===== src/include/rtc_irq_pkg.sv =====
package rtc_irq_pkg;

	// ------------------------------------------------------------
	// register map
	// ------------------------------------------------------------
	localparam logic [3:0] ADDR_CTRL = 4'hE;
	localparam logic [3:0] ADDR_STAT = 4'hF;

	localparam int BIT_WEEKDAY_EN = 7;
	localparam int BIT_DAILY_EN   = 6;
	localparam int PSEL_LSB       = 0;
	localparam int PSEL_W         = 3;
	localparam int BIT_PFLAG      = 2;
	localparam int BIT_WFLAG      = 1;
	localparam int BIT_DFLAG      = 0;

	localparam logic       EN_RST   = 1'b0;
	localparam logic [2:0] PSEL_RST = 3'h0;
	localparam logic       FLAG_RST = 1'b0;

	typedef enum logic [PSEL_W-1:0] {
		PS_OFF, PS_LOW, PS_2HZ, PS_1HZ, PS_SEC, PS_MIN, PS_HOUR, PS_MONTH
	} psel_t;

	// ------------------------------------------------------------
	// timebase and timing
	// ------------------------------------------------------------
	localparam longint TB_HZ        = 32768;
	localparam int     TB_BITS      = 15;
	localparam int     BIT_HALF_SEC = 14;
	localparam int     BIT_QTR_SEC  = 13;

	localparam longint INC_DELAY_NS    = 92000;
	localparam int     INC_DELAY_RAW   = int'((INC_DELAY_NS * TB_HZ) / 64'd1000000000);
	localparam int     INC_DELAY_TICKS = (INC_DELAY_RAW < 1) ? 1 : INC_DELAY_RAW;
	localparam int     DLY_W           = 3;

	localparam longint ADJ_MAX_US     = 3784;
	localparam int     ADJ_MAX_TICKS  = int'((ADJ_MAX_US * TB_HZ) / 64'd1000000);
	localparam int     ADJ_INTERVAL_S = 20;

	localparam logic [7:0] BCD_SEC_LAST  = 8'h59;
	localparam logic [7:0] BCD_MIN_LAST  = 8'h59;
	localparam logic [7:0] BCD_HOUR_LAST = 8'h23;

endpackage


===== src/rtl/sub_second_divider.sv =====
`timescale 1ns/1ps
`default_nettype none
module sub_second_divider #(
	parameter int ADJ_INTERVAL = rtc_irq_pkg::ADJ_INTERVAL_S
) (
	input  wire logic                              ref_clk,
	input  wire logic                              srst,
	input  wire logic                              tb_tick,
	input  wire logic                              restart,
	input  wire logic                              adj_active,
	input  wire logic signed [7:0]                 adj_ticks,
	output logic        [rtc_irq_pkg::TB_BITS-1:0] phase_r,
	output logic                                   wrap_r,
	output logic                                   sec_inc_r
);
	import rtc_irq_pkg::*;

	localparam int SW = $clog2(ADJ_INTERVAL);

	logic [6:0]       slip_r;
	logic [SW-1:0]    win_r;
	logic [DLY_W-1:0] dly_r;

	wire logic       at_top  = (&phase_r) && (slip_r == 7'h00);
	wire logic       roll    = tb_tick && at_top;
	wire logic       adj_sec = adj_active && (win_r == SW'(ADJ_INTERVAL - 1));
	wire logic [7:0] mag_raw = adj_ticks[7] ? 8'($unsigned(-adj_ticks)) : $unsigned(adj_ticks);
	wire logic [6:0] mag     = (mag_raw > 8'(ADJ_MAX_TICKS)) ? 7'(ADJ_MAX_TICKS) : mag_raw[6:0];

	// ------------------------------------------------------------
	// phase counter; the adjusted second pauses or skips at phase 0
	// ------------------------------------------------------------
	always_ff @(posedge ref_clk) begin
		if (srst || restart) begin
			phase_r <= '0;
			slip_r  <= 7'h00;
		end else if (tb_tick) begin
			if (slip_r != 7'h00) begin
				slip_r <= slip_r - 7'h01;
			end else if (at_top && adj_sec && !adj_ticks[7]) begin
				phase_r <= '0;
				slip_r  <= mag;
			end else if (at_top && adj_sec) begin
				phase_r <= TB_BITS'(mag);
			end else begin
				phase_r <= TB_BITS'(phase_r + 1'b1);
			end
		end
	end

	always_ff @(posedge ref_clk) begin
		if (srst || restart) begin
			win_r <= '0;
		end else if (roll) begin
			win_r <= adj_sec ? '0 : SW'(win_r + 1'b1);
		end
	end

	// ------------------------------------------------------------
	// second increment trails the falling edge by a few ticks
	// ------------------------------------------------------------
	always_ff @(posedge ref_clk) begin
		if (srst || restart) begin
			dly_r <= '0;
		end else if (roll) begin
			dly_r <= DLY_W'(INC_DELAY_TICKS);
		end else if (tb_tick && dly_r != '0) begin
			dly_r <= dly_r - 1'b1;
		end
	end

	always_ff @(posedge ref_clk) begin
		wrap_r    <= !srst && (restart || roll);
		sec_inc_r <= !srst && !restart && tb_tick && (dly_r == DLY_W'(1));
	end

endmodule
`default_nettype wire


===== src/rtl/rtc_alarm_periodic_irq.sv =====
// Behaviour
// - weekday, hour, minute match with weekday alarm enabled pulls pin B low
// - daily alarm (hour, minute) drives pin A; flags tell it from periodic
// - periodic output only on pin A, pulse or level per select bits
// - status register holds periodic D2, weekday D1, daily D0 flags
// - control register holds weekday enable D7, daily D6, select D2..D0
// - select code zero disables periodic source, pin A contribution released
// - all enables and select zero after power-on release both pins
// - shared pin is low whenever any of its sources asserts
// - alarm enable one lets the alarm drive its pin, zero disables it
// - flag reads show alarm state; write one no effect, zero clears
// - clearing a flag keeps its enable, alarm re-arms for next match
// - codes 010 and 011 give 2 Hz and 1 Hz half-duty pulses
// - codes 100..111 fire each second, minute, hour, month start
// - level mode sets periodic flag and holds pin A low until cleared
// - periodic falling edge aligned with divider wrap, ahead of second counter increment
// - adjustment stretches or shrinks one second per 20 by at most 3.784 ms
// - second increment lags the pulse falling edge by about 92 us
// - second write resets sub-second divider and, with code 010 or 011 selected, drives pin A low
// - oscillation halt clears enables, select field and all three flags
`timescale 1ns/1ps
`default_nettype none
module rtc_alarm_periodic_irq (
	input  wire logic              ref_clk,
	input  wire logic              srst,
	input  wire logic              tb_tick,
	input  wire logic [3:0]        reg_addr,
	input  wire logic              reg_wr,
	input  wire logic [7:0]        reg_wdata,
	output logic      [7:0]        reg_rdata,
	input  wire logic              sec_write,
	input  wire logic              osc_halt_flag,
	input  wire logic              adj_active,
	input  wire logic signed [7:0] adj_ticks,
	input  wire logic [7:0]        cur_second,
	input  wire logic [7:0]        cur_minute,
	input  wire logic [7:0]        cur_hour,
	input  wire logic [2:0]        cur_weekday,
	input  wire logic              last_day,
	input  wire logic [6:0]        alarm_w_days,
	input  wire logic [7:0]        alarm_w_hour,
	input  wire logic [7:0]        alarm_w_minute,
	input  wire logic [7:0]        alarm_d_hour,
	input  wire logic [7:0]        alarm_d_minute,
	input  wire logic              irq_pin_a_i,
	output logic                   irq_pin_a_o,
	output logic                   irq_pin_a_oe,
	input  wire logic              irq_pin_b_i,
	output logic                   irq_pin_b_o,
	output logic                   irq_pin_b_oe,
	output logic                   sec_inc
);
	import rtc_irq_pkg::*;

	// ------------------------------------------------------------
	// decode helpers
	// ------------------------------------------------------------
	function automatic logic time_match(
		input logic [7:0] h,
		input logic [7:0] m,
		input logic [7:0] ah,
		input logic [7:0] am
	);
		time_match = (h == ah) && (m == am);
	endfunction

	function automatic logic is_pulse(input psel_t p);
		is_pulse = (p == PS_2HZ) || (p == PS_1HZ);
	endfunction

	function automatic logic is_level(input psel_t p);
		is_level = p[PSEL_W-1];
	endfunction

	// ------------------------------------------------------------
	// state
	// ------------------------------------------------------------
	logic                   wk_en_r;
	logic                   dy_en_r;
	psel_t                  psel_r;
	logic                   pflag_r;
	logic                   wflag_r;
	logic                   dflag_r;
	logic                   wmatch_prev_r;
	logic                   dmatch_prev_r;
	logic                   lo_prev_r;
	logic [TB_BITS-1:0]     phase;
	logic                   wrap;
	logic                   wk_en_nxt;
	logic                   dy_en_nxt;
	psel_t                  psel_nxt;
	logic                   pflag_nxt;
	logic                   wflag_nxt;
	logic                   dflag_nxt;
	logic                   pin_a_nxt;
	logic                   pin_b_nxt;
	logic [7:0]             rdata_nxt;

	// ------------------------------------------------------------
	// sub-second divider
	// ------------------------------------------------------------
	sub_second_divider #(
		.ADJ_INTERVAL (ADJ_INTERVAL_S)
	) u_div (
		.ref_clk    (ref_clk),
		.srst       (srst),
		.tb_tick    (tb_tick),
		.restart    (sec_write),
		.adj_active (adj_active),
		.adj_ticks  (adj_ticks),
		.phase_r    (phase),
		.wrap_r     (wrap),
		.sec_inc_r  (sec_inc)
	);

	// ------------------------------------------------------------
	// register access decode
	// ------------------------------------------------------------
	wire logic wr_ctrl = reg_wr && (reg_addr == ADDR_CTRL);
	wire logic wr_stat = reg_wr && (reg_addr == ADDR_STAT);

	wire logic clr_pflag = wr_stat && !reg_wdata[BIT_PFLAG];
	wire logic clr_wflag = wr_stat && !reg_wdata[BIT_WFLAG];
	wire logic clr_dflag = wr_stat && !reg_wdata[BIT_DFLAG];

	// ------------------------------------------------------------
	// alarm compare, first-match detect on the timebase tick
	// ------------------------------------------------------------
	wire logic day_hit = (cur_weekday < 3'h7) && alarm_w_days[cur_weekday];
	wire logic wmatch  = day_hit &&
		time_match(cur_hour, cur_minute, alarm_w_hour, alarm_w_minute);
	wire logic dmatch  =
		time_match(cur_hour, cur_minute, alarm_d_hour, alarm_d_minute);

	wire logic wset = tb_tick && wmatch && !wmatch_prev_r;
	wire logic dset = tb_tick && dmatch && !dmatch_prev_r;

	// ------------------------------------------------------------
	// periodic source
	// ------------------------------------------------------------
	wire logic pulse_lo = (psel_r == PS_2HZ) ?
		!phase[BIT_QTR_SEC] : !phase[BIT_HALF_SEC];
	wire logic pulse_fall = is_pulse(psel_r) && pulse_lo && !lo_prev_r;

	wire logic roll_sec  = (cur_second == BCD_SEC_LAST);
	wire logic roll_min  = roll_sec && (cur_minute == BCD_MIN_LAST);
	wire logic roll_hour = roll_min && (cur_hour == BCD_HOUR_LAST);

	logic period_hit;
	always_comb begin
		case (psel_r)
			PS_SEC:   period_hit = 1'b1;
			PS_MIN:   period_hit = roll_sec;
			PS_HOUR:  period_hit = roll_min;
			PS_MONTH: period_hit = roll_hour && last_day;
			default:  period_hit = 1'b0;
		endcase
	end

	// falling edge of a level period lands on the divider wrap
	wire logic lvl_evt = wrap && is_level(psel_r) && period_hit;
	wire logic pset    = lvl_evt || pulse_fall;

	// ------------------------------------------------------------
	// next state: halt clears last and wins, a new event beats a clear
	// ------------------------------------------------------------
	always_comb begin
		wk_en_nxt = wk_en_r;
		dy_en_nxt = dy_en_r;
		psel_nxt  = psel_r;
		if (wr_ctrl) begin
			wk_en_nxt = reg_wdata[BIT_WEEKDAY_EN];
			dy_en_nxt = reg_wdata[BIT_DAILY_EN];
			psel_nxt  = psel_t'(reg_wdata[PSEL_LSB +: PSEL_W]);
		end
		pflag_nxt = pset || (pflag_r && !clr_pflag);
		wflag_nxt = wset || (wflag_r && !clr_wflag);
		dflag_nxt = dset || (dflag_r && !clr_dflag);
		if (osc_halt_flag) begin
			wk_en_nxt = EN_RST;
			dy_en_nxt = EN_RST;
			psel_nxt  = psel_t'(PSEL_RST);
			pflag_nxt = FLAG_RST;
			wflag_nxt = FLAG_RST;
			dflag_nxt = FLAG_RST;
		end
	end

	// ------------------------------------------------------------
	// pin drive, open drain: enable high pulls the wire low
	// ------------------------------------------------------------
	logic per_lo_nxt;
	always_comb begin
		case (psel_nxt)
			PS_OFF:  per_lo_nxt = 1'b0;
			PS_LOW:  per_lo_nxt = 1'b1;
			PS_2HZ,
			PS_1HZ:  per_lo_nxt = pulse_lo;
			default: per_lo_nxt = pflag_nxt;
		endcase
	end

	assign pin_a_nxt = per_lo_nxt || (dflag_nxt && dy_en_nxt);
	assign pin_b_nxt = wflag_nxt && wk_en_nxt;

	assign rdata_nxt =
		(reg_addr == ADDR_CTRL) ? {wk_en_r, dy_en_r, 3'h0, psel_r} :
		(reg_addr == ADDR_STAT) ? {5'h00, pflag_r, wflag_r, dflag_r} :
		8'h00;

	// ------------------------------------------------------------
	// registers
	// ------------------------------------------------------------
	always_ff @(posedge ref_clk) begin
		if (srst) begin
			wk_en_r <= EN_RST;
			dy_en_r <= EN_RST;
			psel_r  <= psel_t'(PSEL_RST);
			pflag_r <= FLAG_RST;
			wflag_r <= FLAG_RST;
			dflag_r <= FLAG_RST;
		end else begin
			wk_en_r <= wk_en_nxt;
			dy_en_r <= dy_en_nxt;
			psel_r  <= psel_nxt;
			pflag_r <= pflag_nxt;
			wflag_r <= wflag_nxt;
			dflag_r <= dflag_nxt;
		end
	end

	always_ff @(posedge ref_clk) begin
		if (srst) begin
			wmatch_prev_r <= 1'b0;
			dmatch_prev_r <= 1'b0;
		end else if (tb_tick) begin
			wmatch_prev_r <= wmatch;
			dmatch_prev_r <= dmatch;
		end
	end

	always_ff @(posedge ref_clk) begin
		if (srst) begin
			lo_prev_r    <= 1'b1;
			irq_pin_a_oe <= 1'b0;
			irq_pin_b_oe <= 1'b0;
			irq_pin_a_o  <= 1'b0;
			irq_pin_b_o  <= 1'b0;
			reg_rdata    <= 8'h00;
		end else begin
			lo_prev_r    <= pulse_lo;
			irq_pin_a_oe <= pin_a_nxt;
			irq_pin_b_oe <= pin_b_nxt;
			irq_pin_a_o  <= 1'b0;
			irq_pin_b_o  <= 1'b0;
			reg_rdata    <= rdata_nxt;
		end
	end
endmodule
`default_nettype wire


===== config.mk =====
export PLATFORM = sky130hd
export DESIGN_NAME = rtc_alarm_periodic_irq
export DESIGN_NICKNAME = d
export VERILOG_FILES = /design/src/include/rtc_irq_pkg.sv /design/src/rtl/sub_second_divider.sv /design/src/rtl/rtc_alarm_periodic_irq.sv
export SDC_FILE = /design/constraint.sdc
export NUM_CORES = 1
export LEC_CHECK = 0
export ABC_AREA = 0
export BUFFER_PORTS_ARGS = -buffer_cell sky130_fd_sc_hd__buf_2
export CAP_MARGIN = 20
export CORE_ASPECT_RATIO = 1.75
export CORE_MARGIN = 8
export CORE_UTILIZATION = 45
export DETAILED_ROUTE_END_ITERATION = 8
export GPL_TIMING_DRIVEN = 0
export PLACE_DENSITY = 0.76
export SLEW_MARGIN = 10
export SYNTH_ARGS = -nofsm -noshare
export SYNTH_HDL_FRONTEND = slang
export SYNTH_SLANG_ARGS = --single-unit

===== constraint.sdc =====
create_clock -name ref_clk -period 1.9 [get_ports ref_clk]
set_input_delay 0.19 -clock ref_clk [delete_from_list [all_inputs] [get_ports ref_clk]]
set_output_delay 0.19 -clock ref_clk [all_outputs]
set_load 0.01 [all_outputs]

==> flow_metrics.tcl <==
set metrics [dict create \
    status "finished clean" \
    cts.reportedPaths.clkPinSlew_ns 0.08 \
    synth_seq_cells 50 \
    syn_inst 382 \
    cts_buffers 5 \
    vias_per_cell 5.59 \
    critPathSlowestCell "nor4_4" \
    slowest_delay_ns 0.39 \
    routed_wl_um 9750 \
    drive_gt1_share_pct 34.9 \
    slew_headroom_pct 53.9 \
    die_w_um 79.8 \
    netlist_area_mm2 0.00320 \
    grt_max_degree 19 \
    synth_compound_area_share_pct 13.3 \
    seq_area_mm2 0.00101 \
    rows 40 \
    arrival_ns 2.06 \
    cts_buffer_depth 2 \
    hpwl_um 7590 \
    place_ws_ns -0.206 \
    clkSinkCount 50 \
    cp-start-kind "flop" \
    synthSimpleGateAreaFrac_pct 29.4 \
    globalplace.congestion 0.969 \
    rsz0062_at_grt "true" \
    end_kind "flop" \
    period_share_pct 98.5 \
    dr.pass1.iters 4 \
    portBuffers 96 \
    synthArstFlopShare_pct 0 \
    die-area_mm2 0.0102 \
    postLayoutCellArea_mm2 0.00421 \
    power_density_mw_per_mm2 587 \
    slew_viol_final 0 \
    dpl_cell_area_mm2 0.00380 \
    cts_root_buf "clkbuf_16" \
    first_iter_violations 183 \
    synth_top_family_by_area "simple AND/OR/NAND/NOR gates" \
    ys.flop_type "dfxtp_1" \
    finalHoldViolCount 0 \
    grt_pass1_wl_um 14600 \
    final_antenna_net_count 0 \
    synth-seq-area-share_pct 31.3 \
    synth.largest_area_cell "dfxtp_1" \
    vias 3290 \
    synth_xor_xnor_area_share_pct 14.8 \
    worst_pin_slew_ns 0.688 \
    critPathRequiredTime_ns 2.09 \
    path_delay_family "simple AND/OR/NAND/NOR gates" \
    min_path_type "input pin to flop" \
    vdd_drop_max_mv 0.514 \
    drc 0 \
    setup_viol 0 \
    avgSynthCellArea_um2 8.38 \
    coreArea_mm2 0.00686 \
    worstPathMaxFanout 10 \
    layout_min_cycle_time_ns 1.87 \
    synth_adder_area_share_pct 2.74 \
    grtUsageTotal_pct 17.9 \
    ys_types 65 \
    cts_max_level 2 \
    avgRoutedWirePerCell_um 16.6 \
    leakage_nw 1.76 \
    r2r_slack_ns 0.03 \
    yosysWarnings 0 \
    nNetsFinal 607 \
    synth_mux_area_share_pct 3.52 \
    fin_ws_ns 0.0286 \
    io_pins 109 \
    fin_skew_ns 0.0101 \
    cts_tree "done" \
    die_y_um 128 \
    path_buf_inv 1 \
    max_cap_viol_count 0 \
    initial_core_util_pct 46.7 \
    area_delta_synth_final_pct 31.5 \
    synth_top_area_share_pct 31.3 \
    n_fill_cell 589 \
    grt-ovfl-total 0 \
    multi_input_area_mm2 0.00218 \
    antenna_found_initial 0 \
    synth_area_leaders "dfxtp_1, xor2_1, nor2_1" \
    cp_cell_sequence "nor4_4, buf_4, nand3_4, nor3_4, and3_1, xnor2_1, nor2_1" \
    fmax_ghz 0.534 \
    n_antenna_cell 0 \
    grt_pass1_vias 3174 \
    worstSetupPathType "flop to flop" \
    clk_latency_ns 0.30 \
    synth-edff-count 0 \
]
-- worst min-delay path, stage by stage --
cell and delay, ns:
buf_2 0.09, nor2_1 0.04, nor2_1 0.06
-- state kept, by name, summed over array words and instances (netlist names), 3 cells and up --
signal and count:
psel_r 3, reg_rdata 5, u_div.dly_r 3, u_div.phase_r 15
u_div.slip_r 7, u_div.win_r 5
-- synth_stat cells (all sizes together), types with 3 or more instances --
cell type  number
a21oi          18
a31oi           7
and2            4
and3            8
buf            10
clkbuf          6
dfxtp          50
ha              7
inv            14
mux2i           9
nand2          30
nand3          12
nand3b          3
nand4          11
nor2           40
nor3           17
nor4           13
nor4bb          4
o21ai          19
or2             4
or3             4
xnor2          16
xor2           38
-- final cells by class --
| cell class | count | share of cell area (%) |
|---|---|---|
| Tap cell | 84 | 2.50 |
| Inverter | 14 | 1.25 |
| Clock buffer | 5 | 2.97 |
| Clock inverter | 3 | 0.684 |
| Timing Repair Buffer | 111 | 14.1 |
| Multi-Input combinational cell | 306 | 51.7 |
| Sequential cell | 50 | 24.0 |
| Buffer | 16 | 2.76 |
-- worst paths after layout --
kind | startpoint | endpoint | depth (start not counted)
setup / recovery | u_div.slip_r[5]$_SDFFE_PP0P_ | u_div.phase_r[10]$_SDFFE_PP0P_ | 7
hold / removal | sec_write | u_div.wrap_r$_DFF_P_ | 3
setup reg to reg | u_div.slip_r[5]$_SDFFE_PP0P_ | u_div.phase_r[10]$_SDFFE_PP0P_ | 7
hold reg to reg | u_div.dly_r[2]$_SDFFE_PP0P_ | u_div.sec_inc_r$_DFF_P_ | 1
-- power breakdown --
part           internal [W]  total, W  leakage, nW  switching, W
Combinational      0.000216  0.000460         1.28      0.000244
Clock              0.000503  0.000946       0.0759      0.000443
Sequential          0.00106   0.00107        0.407     0.0000101
-- through the flow --
stage	util [%]	total power, W	TNS, ns	hold WS [ns]	instances
finish	61.4	0.00247	0	0.120	589
global route	61.4	0.00257	-0.325	0.124	589
CTS	58.3	0.00244	-0.00635	0.120	577
detailed placement	55.4	0.00150	-3.62	0.435	566
global placement	55.4	0.00149	-3.06	0.431	566
floorplan	-	0.00132	0	0.269	386
-- timing repair --
item | 4_1_cts | 5_1_grt
gates resized for setup | 10 | 31
setup buffers | 3 | 12
pin swaps | 4 | 16
cloned | 0 | 0
setup endpoints to repair | 20 | 24
hold buffers | 0 | 0
-- logic make-up (layout without fill, tap and decap cells) --
logic type                 count (synthesis)  count (layout)
AOI/OAI and AO/OA                         66              66
xor gates and xnor gates                  54              54
adders and majority gates                  7               7
buffers and inverters                     30             149
DFF                                       50              50
muxes                                     10              10
other                                      1               5
and+or+nand+nor                          164             164
-- placed cells by master, fill, tap and decap left out, types with 3 or more instances in the layout --
master / n
nand3_1: 11
or2_2: 4
nand3b_1: 3
inv_1: 13
and2_1: 4
or3_1: 3
and3_1: 5
dfxtp_2: 6
nor4bb_1: 4
nand2_1: 28
ha_1: 4
nand4_1: 10
clkbuf_16: 5
buf_2: 98
nor4_1: 7
xor2_1: 38
buf_4: 20
conb_1: 5
a21oi_1: 18
buf_6: 3
o21ai_0: 17
nor4_2: 3
clkbuf_1: 4
nor3_1: 14
dfxtp_1: 43
nor2_2: 3
a31oi_1: 6
nor4_4: 3
xnor2_1: 16
nor2_1: 36
mux2i_1: 9
-- layer usage --
metal  part of all wire (%)  vias up  global-route usage [%]
met5                      0        -                       0
met4                    3.9        0                    10.5
met3                    8.9       26                    4.00
met2                     51      147                    32.6
met1                     36     1510                    17.6
li1                       -     1607                       -
Power figures use the tool's default switching activity.
